===== src/pkg/psfm_params.svh =====
// Constants for the pump staging and emergency mode controller.
// Assumes a 200 MHz system clock; speeds are unsigned 0.1 Hz units.
`ifndef PSFM_PARAMS_SVH
`define PSFM_PARAMS_SVH

`define PSFM_CLK_HZ          200000000
`define PSFM_TICK_PERIOD_S   1
`define PSFM_TICK_CYCLES     (`PSFM_CLK_HZ * `PSFM_TICK_PERIOD_S)
`define PSFM_SETTLE_MIN_S    10'h002
`define PSFM_SETTLE_MAX_S    10'h258
`define PSFM_SETTLE_DEF_S    10'h03C
`define PSFM_STOP_DEF_SPEED  16'h012C
`define PSFM_UNITS_MIN       3'h1
`define PSFM_UNITS_MAX       3'h4
`define PSFM_MODE_TERM_A     4'h4
`define PSFM_MODE_TERM_B     4'h8
`define PSFM_MODE_TERM_C     4'hD
`define PSFM_MODE_USER       4'h0
`define PSFM_RUNTIME_W       32
`define PSFM_TRIP_W          14

// Trip vector bit positions
`define PSFM_TRIP_HS_OVER_T   0
`define PSFM_TRIP_HS_UNDER_T  1
`define PSFM_TRIP_THERMISTOR  2
`define PSFM_TRIP_EXTERNAL    3
`define PSFM_TRIP_LOOP_LOSS   4
`define PSFM_TRIP_PHASE_IMB   5
`define PSFM_TRIP_PHASE_LOSS  6
`define PSFM_TRIP_COMMS_LOSS  7
`define PSFM_TRIP_OVERLOAD    8
`define PSFM_TRIP_BUS_OVER_V  9
`define PSFM_TRIP_BUS_UNDER_V 10
`define PSFM_TRIP_FAST_OC     11
`define PSFM_TRIP_INST_OC     12
`define PSFM_TRIP_OUT_STAGE   13
`define PSFM_SUPPRESS_MASK    14'h01FF
`define PSFM_RESTART_MASK     14'h3E00

`endif


===== src/pkg/psfm_pkg.sv =====
// Types for the pump staging and emergency mode controller.
// Assumes psfm_params.svh sits on the include path.
`default_nettype none
package psfm_pkg;
    typedef enum logic [1:0] {
        PSFM_IDLE,
        PSFM_SETTLE
    } psfm_state_t;
    typedef logic [3:0] psfm_mask_t;
endpackage
`default_nettype wire


===== src/design/psfm_ctrl.sv =====
// Pump staging and emergency (fire) mode control for a speed drive.
// Assumes synchronous inputs, a 200 MHz clock and speeds in 0.1 Hz units.
//
// Operation
// - start next pump above start speed, settled
// - block switching until settle time elapses
// - start available pump with least run time
// - stop one running pump below stop speed
// - clamp stop speed between zero and start
// - stop running pump with most run time
// - keep per-pump run time; clear input
// - emergency input polarity selects active level
// - modes 4, 8, 13 use digital input 2
// - mode 0 uses the user-chosen source
// - emergency suppresses listed protection trips
// - emergency bus/current trips auto reset, restart
// - zero emergency speed keeps normal control
// - nonzero speed forces speed; obeys safe torque off
// - never exceed assist unit count, clamped to 1..4, save for one cycle when a stop meets a cut in the count
`include "psfm_params.svh"
`default_nettype none

module psfm_ctrl (
    input  wire logic                     clk,
    input  wire logic                     resetn,
    input  wire logic                     staging_enable,
    input  wire logic [15:0]              output_speed,
    input  wire logic [15:0]              assist_start_speed,
    input  wire logic [15:0]              assist_stop_speed,
    input  wire logic [9:0]               staging_settle_time,
    input  wire logic                     run_time_counter_clear,
    input  wire logic [2:0]               assist_unit_count,
    input  wire logic                     emergency_input_polarity,
    input  wire logic [15:0]              emergency_speed_setting,
    input  wire logic [3:0]               control_mode_select,
    input  wire logic                     digital_input_2,
    input  wire logic                     emergency_input_source,
    input  wire logic                     safe_torque_off_input,
    input  wire logic                     normal_run_cmd,
    input  wire logic [15:0]              normal_speed_ref,
    input  wire logic [`PSFM_TRIP_W-1:0]  trip_request,
    output logic [3:0]                    pump_on_q,
    output logic                          emergency_active_q,
    output logic                          settled_q,
    output logic                          run_cmd_q,
    output logic [15:0]                   speed_ref_q,
    output logic [`PSFM_TRIP_W-1:0]       trip_active_q,
    output logic                          auto_restart_q
);
    import psfm_pkg::*;

    // ------------------------------------------------------------
    // Helper functions
    // ------------------------------------------------------------
    function automatic logic [2:0] pop4(input logic [3:0] v);
        pop4 = {2'b00, v[0]} + {2'b00, v[1]} + {2'b00, v[2]}
             + {2'b00, v[3]};
    endfunction

    // ------------------------------------------------------------
    // Seconds time base
    // ------------------------------------------------------------
    // One pulse per second; run times and settling advance only on it
    logic [27:0] tick_cnt_q;
    logic        tick_q;
    wire         tick_wrap = (tick_cnt_q == 28'(`PSFM_TICK_CYCLES - 1));

    always_ff @(posedge clk) begin
        if (!resetn) begin
            tick_cnt_q <= 28'h000_0000;
            tick_q     <= 1'b0;
        end else begin
            tick_cnt_q <= tick_wrap ? 28'h000_0000 : tick_cnt_q + 28'h1;
            tick_q     <= tick_wrap;
        end
    end

    // ------------------------------------------------------------
    // Configuration clamps
    // ------------------------------------------------------------
    // Stop speed above start would make staging oscillate
    wire [15:0] stop_lim = (assist_stop_speed > assist_start_speed)
                         ? assist_start_speed : assist_stop_speed;
    wire [9:0]  settle_lim =
        (staging_settle_time < `PSFM_SETTLE_MIN_S) ? `PSFM_SETTLE_MIN_S :
        (staging_settle_time > `PSFM_SETTLE_MAX_S) ? `PSFM_SETTLE_MAX_S :
        staging_settle_time;
    wire [2:0]  units_lim =
        (assist_unit_count < `PSFM_UNITS_MIN) ? `PSFM_UNITS_MIN :
        (assist_unit_count > `PSFM_UNITS_MAX) ? `PSFM_UNITS_MAX :
        assist_unit_count;

    // ------------------------------------------------------------
    // Run time counters and pump choice
    // ------------------------------------------------------------
    logic [`PSFM_RUNTIME_W-1:0] run_time_q [4];
    logic [3:0] avail;

    genvar g;
    generate
        for (g = 0; g < 4; g++) begin : g_pump
            assign avail[g] = (3'(g) < units_lim);
            always_ff @(posedge clk) begin
                if (!resetn || run_time_counter_clear)
                    run_time_q[g] <= '0;
                else if (tick_q && pump_on_q[g])
                    run_time_q[g] <= run_time_q[g] + 32'h0000_0001;
            end
        end
    endgenerate

    // Lowest index wins ties so the choice is deterministic
    logic [1:0] on_idx, off_idx;
    logic       on_found, off_found;
    always_comb begin
        on_idx = 2'd0;
        off_idx = 2'd0;
        on_found = 1'b0;
        off_found = 1'b0;
        for (int i = 0; i < 4; i++) begin
            if (avail[i] && !pump_on_q[i] && (!on_found ||
                run_time_q[i] < run_time_q[on_idx])) begin
                on_idx = 2'(i);
                on_found = 1'b1;
            end
            if (pump_on_q[i] && (!off_found ||
                run_time_q[i] > run_time_q[off_idx])) begin
                off_idx = 2'(i);
                off_found = 1'b1;
            end
        end
    end

    // ------------------------------------------------------------
    // Staging state machine
    // ------------------------------------------------------------
    psfm_state_t state_q;
    logic [9:0]  settle_cnt_q;
    wire [2:0]   running = pop4(pump_on_q);
    wire         want_on  = staging_enable
                          && (output_speed > assist_start_speed)
                          && on_found && (running < units_lim);
    wire         want_off = staging_enable && (output_speed < stop_lim)
                          && off_found;
    wire         do_on    = settled_q && want_on;
    wire         do_off   = settled_q && !want_on && want_off;
    wire         settle_done = tick_q && (settle_cnt_q + 10'h1 >= settle_lim);

    always_ff @(posedge clk) begin
        if (!resetn) begin
            state_q      <= PSFM_IDLE;
            pump_on_q    <= 4'h0;
            settled_q    <= 1'b1;
            settle_cnt_q <= 10'h000;
        end else begin
            case (state_q)
                PSFM_IDLE: begin
                    if (do_on || do_off) begin
                        pump_on_q    <= do_on ? (pump_on_q | (4'h1 << on_idx))
                                      : (pump_on_q & ~(4'h1 << off_idx));
                        settled_q    <= 1'b0;
                        settle_cnt_q <= 10'h000;
                        state_q      <= PSFM_SETTLE;
                    end
                    // Units dropped from the count are shed at once
                    else pump_on_q <= pump_on_q & avail;
                end
                PSFM_SETTLE: begin
                    pump_on_q <= pump_on_q & avail;
                    if (settle_done) begin
                        settled_q <= 1'b1;
                        state_q   <= PSFM_IDLE;
                    end else if (tick_q)
                        settle_cnt_q <= settle_cnt_q + 10'h1;
                end
                default: state_q <= PSFM_IDLE;
            endcase
        end
    end

    // ------------------------------------------------------------
    // Emergency mode
    // ------------------------------------------------------------
    wire mode_term = (control_mode_select == `PSFM_MODE_TERM_A)
                  || (control_mode_select == `PSFM_MODE_TERM_B)
                  || (control_mode_select == `PSFM_MODE_TERM_C);
    wire mode_user = (control_mode_select == `PSFM_MODE_USER);
    wire raw_in = mode_term ? digital_input_2
                : emergency_input_source;
    // Polarity 0: closing activates; 1: opening activates
    wire emer_in = (mode_term || mode_user)
                && (raw_in ^ emergency_input_polarity);
    wire forced = emergency_active_q && (emergency_speed_setting != 16'h0000);

    wire [`PSFM_TRIP_W-1:0] trip_mask = emergency_active_q
        ? ~`PSFM_SUPPRESS_MASK : {`PSFM_TRIP_W{1'b1}};

    always_ff @(posedge clk) begin
        if (!resetn) begin
            emergency_active_q <= 1'b0;
            run_cmd_q          <= 1'b0;
            speed_ref_q        <= 16'h0000;
            trip_active_q      <= '0;
            auto_restart_q     <= 1'b0;
        end else begin
            emergency_active_q <= emer_in;
            if (safe_torque_off_input) begin
                run_cmd_q   <= 1'b0;
                speed_ref_q <= 16'h0000;
            end else if (forced) begin
                run_cmd_q   <= 1'b1;
                speed_ref_q <= emergency_speed_setting;
            end else begin
                run_cmd_q   <= normal_run_cmd;
                speed_ref_q <= normal_speed_ref;
            end
            trip_active_q  <= trip_request & trip_mask;
            auto_restart_q <= emergency_active_q
                && |(trip_request & `PSFM_RESTART_MASK);
        end
    end

    // ------------------------------------------------------------
    // Checks
    // ------------------------------------------------------------
    // Count judged against last edge's limit: shedding takes one edge
    never_exceed_a: assert property (@(posedge clk) disable iff (!resetn)
        pop4(pump_on_q) <= $past(units_lim))
        else $error("too many units running");
    one_change_a: assert property (@(posedge clk) disable iff (!resetn)
        (state_q == PSFM_SETTLE) |=> $countones(pump_on_q)
            <= $countones($past(pump_on_q)))
        else $error("pump started while settling");
    start_sel_a: assert property (@(posedge clk) disable iff (!resetn)
        do_on |=> pump_on_q[$past(on_idx)] && !settled_q)
        else $error("start not applied");
    least_time_a: assert property (@(posedge clk) disable iff (!resetn)
        do_on |-> run_time_q[on_idx] <= run_time_q[(on_idx + 2'd1)]
            || !avail[(on_idx + 2'd1)] || pump_on_q[(on_idx + 2'd1)])
        else $error("start choice not least");
    stop_sel_a: assert property (@(posedge clk) disable iff (!resetn)
        do_off |=> !pump_on_q[$past(off_idx)])
        else $error("stop not applied");
    most_time_a: assert property (@(posedge clk) disable iff (!resetn)
        do_off |-> run_time_q[off_idx] >= run_time_q[(off_idx + 2'd1)]
            || !pump_on_q[(off_idx + 2'd1)])
        else $error("stop choice not most");
    clear_time_a: assert property (@(posedge clk) disable iff (!resetn)
        run_time_counter_clear |=> run_time_q[0] == '0)
        else $error("run time not cleared");
    polarity_a: assert property (@(posedge clk) disable iff (!resetn)
        (mode_term && (digital_input_2 ^ emergency_input_polarity))
            |=> emergency_active_q)
        else $error("emergency input not honoured");
    suppress_a: assert property (@(posedge clk) disable iff (!resetn)
        emergency_active_q |=> (trip_active_q & `PSFM_SUPPRESS_MASK) == '0)
        else $error("trip not suppressed");
    forced_speed_a: assert property (@(posedge clk) disable iff (!resetn)
        (forced && !safe_torque_off_input)
            |=> run_cmd_q && speed_ref_q == $past(emergency_speed_setting))
        else $error("forced speed not applied");
    torque_off_a: assert property (@(posedge clk) disable iff (!resetn)
        safe_torque_off_input |=> !run_cmd_q)
        else $error("safe torque off not obeyed");
    reset_state_a: assert property (@(posedge clk)
        !resetn |=> pump_on_q == 4'h0 && settled_q && !emergency_active_q)
        else $error("reset state wrong");
    // Control path checks look at the raw inputs; all but stop_clamp_a one edge back
    stop_clamp_a: assert property (@(posedge clk) disable iff (!resetn)
        do_off |-> output_speed < assist_start_speed
            && output_speed < assist_stop_speed)
        else $error("stop above clamped limit");
    settle_restart_a: assert property (@(posedge clk) disable iff (!resetn)
        (do_on || do_off) |=> settle_cnt_q == 10'h000 && !settled_q)
        else $error("settle timer not restarted");
    user_source_a: assert property (@(posedge clk) disable iff (!resetn)
        (mode_user && (emergency_input_source ^ emergency_input_polarity))
            |=> emergency_active_q)
        else $error("user emergency source ignored");
    no_source_a: assert property (@(posedge clk) disable iff (!resetn)
        !(mode_term || mode_user) |=> !emergency_active_q)
        else $error("emergency without a source");
    auto_restart_a: assert property (@(posedge clk) disable iff (!resetn)
        (emergency_active_q && |(trip_request & `PSFM_RESTART_MASK))
            |=> auto_restart_q && |(trip_active_q & `PSFM_RESTART_MASK))
        else $error("restart trip not flagged");
    normal_ctrl_a: assert property (@(posedge clk) disable iff (!resetn)
        (!forced && !safe_torque_off_input)
            |=> run_cmd_q == $past(normal_run_cmd)
            && speed_ref_q == $past(normal_speed_ref))
        else $error("normal control not followed");

    start_cov: cover property (@(posedge clk) disable iff (!resetn) do_on);
    stop_cov: cover property (@(posedge clk) disable iff (!resetn) do_off);
    settle_cov: cover property (@(posedge clk) disable iff (!resetn)
        (state_q == PSFM_SETTLE) ##1 settled_q);
    emer_cov: cover property (@(posedge clk) disable iff (!resetn) forced);
    restart_cov: cover property (@(posedge clk) disable iff (!resetn)
        auto_restart_q);
endmodule

`default_nettype wire


===== config.mk =====
export PLATFORM = sky130hd
export DESIGN_NAME = psfm_ctrl
export DESIGN_NICKNAME = d
export VERILOG_FILES = /design/src/pkg/psfm_pkg.sv /design/src/design/psfm_ctrl.sv
export VERILOG_INCLUDE_DIRS = /design/src /design/src/pkg
export SDC_FILE = /design/constraint.sdc
export NUM_CORES = 1
export LEC_CHECK = 0
export BUFFER_PORTS_ARGS = -buffer_cell sky130_fd_sc_hd__buf_2
export CAP_MARGIN = 15
export CORE_MARGIN = 1
export CORE_UTILIZATION = 37
export DETAILED_ROUTE_END_ITERATION = 8
export GPL_ROUTABILITY_DRIVEN = 0
export GPL_TIMING_DRIVEN = 1
export PLACE_DENSITY = 0.53
export SLEW_MARGIN = 20
export SYNTH_ARGS = -nofsm -noshare
export SYNTH_HDL_FRONTEND = slang
export SYNTH_SLANG_ARGS = --single-unit

===== constraint.sdc =====
create_clock -name clk -period 17.15 [get_ports clk]
set_clock_uncertainty 0.15 [all_clocks]
set_input_delay 0.8575 -clock clk [delete_from_list [all_inputs] [get_ports clk]]
set_output_delay 0.8575 -clock clk [all_outputs]
set_load 0.01 [all_outputs]

==> run summary <==
The maximum cell stage delay along the critical path came out at about 0.56 ns. The total congestion overflow is 0. The depth of the worst hold-timing path is 2.

For the pin with the worst max-slew slack, the measured transition is 1.03 ns. The largest net degree at the start of global routing came out at 66. The final number of setup-violating endpoints is 0. The number of antenna violations at the first check in global routing is 0. The die footprint is about 46,000 µm².

The growth of design area from synthesis to finish is 14.7%. The final routed wirelength across all metal layers is 48.8 mm. The net count of the finished layout is around 2,400. The final critical path time including I/O delays and setup is approximately 8.4 ns.

The total power draw is ~1.5 mW. Measured in cells, the most critical reg-to-reg path has a length of 31. The total standard cell area after synthesis came out at 16,500 µm².

The worst setup slack after placement came out at about 8.7 ns. The clock reaches the later pin of the worst-skew pair after between 0.5 and 0.6 ns. The number of I/O pins came out at around 160. The run finished with clean final reports. The accumulated negative setup slack is 0 ns. The synthesis warning total is 0. The cell type group with the largest total delay on the critical path is compound AO/OA/AOI/OAI gates.

The post-layout utilization of the core came out at 43.0%. On the final layout, the worst hold slack is 0.303 ns. The worst register-to-register path ends at pump_on_q[1]. The placeable core area came out at 44,100 µm².

The power per cell area is between 70 and 80 nW/µm². The final antenna diode count is 0. For flop-to-flop paths, the worst setup slack is around 9 ns.

Gates resized during post-CTS repair numbered 0. The instance count after placement with tap cells included came out at 2,611. The critical path starts at run_time_q[1][29]. The maximum resistive drop on vdd came out at between 0.06 and 0.07 mV.

Summing all placed instances gives a cell area of approximately 18,000 µm². Based on the critical path, the design can be clocked at up to 0.120 GHz. The type of the worst setup path is flop to flop. The path with the worst hold slack has its endpoint at emergency_active_q. The area of all placed cells without fillers came out at roughly 19,000 µm². For this configuration, the core starts out at a cell density of 37.5%. The critical path contains buffers and inverters numbering 2 combined. The post-CTS clock slew at the launch and capture registers of the worst setup and hold paths came out at ~0.060 ns. The CTS tree is built.

The total clock buffers created by CTS came out at 27. The number of hold-slack violations in the final timing report is 0. The detailed-routing iteration count for the pre-antenna-repair pass is 5.

The tightest min-delay check is of the primary input to flop type. In the synthesized netlist the dominant register cell turns out to be edfxtp_1. For this block, the via count after detailed routing is between 10,000 and 15,000.

The width of the chip came out at ~210 µm. For this design, the slowest cell found on the critical path is a221oi_1. The startpoint of the tightest hold check path is control_mode_select[1]. The HPWL reported at the end of detailed placement came out at about 37 mm. The startpoint of the worst register-to-register path is run_time_q[1][29]. The worst setup path is launched from a flop.

The average instance area after synthesis is slightly below 9 µm². The total DRC errors in the routed layout is 0. The normalized max-slew margin is 31.3%. The routed length per placed instance is approximately 18 µm.

The filler cell count is approximately 4,500. Setup repair after global routing left no endpoint under its margin. The post-synthesis sequential area ratio is around a third. The critical path data arrival time came out at around 8.7 ns. The netlist uses 67 different library cells. The first routing iteration left 1,033 violations. The highest net fanout along the worst path came out at 65. The max-slew violation total from the final report is 0. The detail route stage leaves a number of antenna-violating nets equal to 0. Measured along the y axis, the die boundary spans between 200 and 250 µm. The per-cell via count in the routed design came out at around 5.5. The cell sitting at the root of the clock tree is a clkbuf_16. In the post-route analysis, the smallest setup slack over all paths is slightly below 9 ns. The fraction of layout cells with a size suffix above 1 came out at between 10% and 20%. The post-CTS setup repair buffer count is 0. The cell count after synthesis is between 1,500 and 2,000. The count of non-filler cells in the finished layout came out at ~2,700.

Synthesis produced a netlist with a net count of ~2,300. The cell row count is 77. The kind of end point of the critical path is a flop. Among all cell types in the netlist, the one instantiated most often is ha_1. The number of hold-repair buffers added at the cts stage is 0. The count of buffers from port buffering is 157. The share of async-settable or async-resettable flops after synthesis is 0%. The overall global routing resource usage is between 20% and 30%. The final clock period utilization by the worst path came out at ~49%. The synthesis-stage register bit count is a little over 200. The buffer levels on the longest clock path is 3. In this run the number of H-tree levels came out at 1. The largest area contributor in the synthesized netlist is edfxtp_1.

Ranked by total cell area, the synthesized netlist is headed by edfxtp_1, ha_1, dfxtp_1, nor2_1, nand2_1. The worst endpoint required time came out at between 15 and 20 ns. The global-route wire length before repair is roughly 77 mm. The analysis attributes to cell leakage a power of 7.94 nW.

The clock sink count came out at between 200 and 250. The number of maximum-capacitance violations is 0. The portion of synthesized cell area occupied by the leading cell type is around 23%.

After synthesis, the most frequently instantiated cells are ha_1, nor2_1, nand2_1. In this run, synthesis inferred roughly 130 flip-flops with an integrated enable. The via count of the first global-routing pass is 14,200.
-- placed cells by master, fill, tap and decap left out, drive strengths merged, types with 67 or more instances in the layout --
cell	instances
nand4	69
inv	71
a21oi	137
buf	171
nand2	191
dfxtp	78
o21ai	131
edfxtp	128
xor2	79
nor2	223
mux2i	67
ha	226
nand3	79
-- layer usage --
layer,vias to the layer above,track usage [%],wire (µm)
met5,-,0,0
met4,0,6.40,1430
met3,73,2.56,2060
met2,352,35.9,22800
met1,7035,28.8,22600
li1,7262,-,-
-- report_power, final --
group / switching (mW) / internal [mW]
Clock: 0.245 / 0.376
Combinational: 0.172 / 0.120
Sequential: 0.0293 / 0.544
-- layout make-up --
class	instances	area [µm²]	area share [%]
clock buffer	32	746	3.93
sequential	206	5410	28.5
multi-input combinational	1574	10700	56.4
clock inverter	18	234	1.23
inverter	68	255	1.35
tap	592	741	3.90
timing repair buffer	171	891	4.69
-- state kept, by name, indices dropped and copies added (netlist names) --
name                flops
emergency_active_q      1
settle_cnt_q           10
run_time_q            128
tick_cnt_q             28
settled_q               1
trip_active_q          14
auto_restart_q          1
tick_q                  1
pump_on_q               4
state_q                 1
speed_ref_q            16
run_cmd_q               1
-- cell families after synthesis --
logic type,share of synthesized area (%)
buf+inv,3.09
fa+ha+maj,17.2
mux,4.19
simple gates,22.2
compound gates,13.8
xor+xnor,6.88
flops,32.7
-- worst max path at each step --
stage	end	cells past startpoint
2_1_floorplan	pump_on_q[1]	34
3_3_place_gp	pump_on_q[1]	30
3_5_place_dp	pump_on_q[1]	29
4_1_cts	pump_on_q[1]	29
5_1_grt	pump_on_q[0]	31
6_report	pump_on_q[1]	31
(Power assumes the default switching activity.)
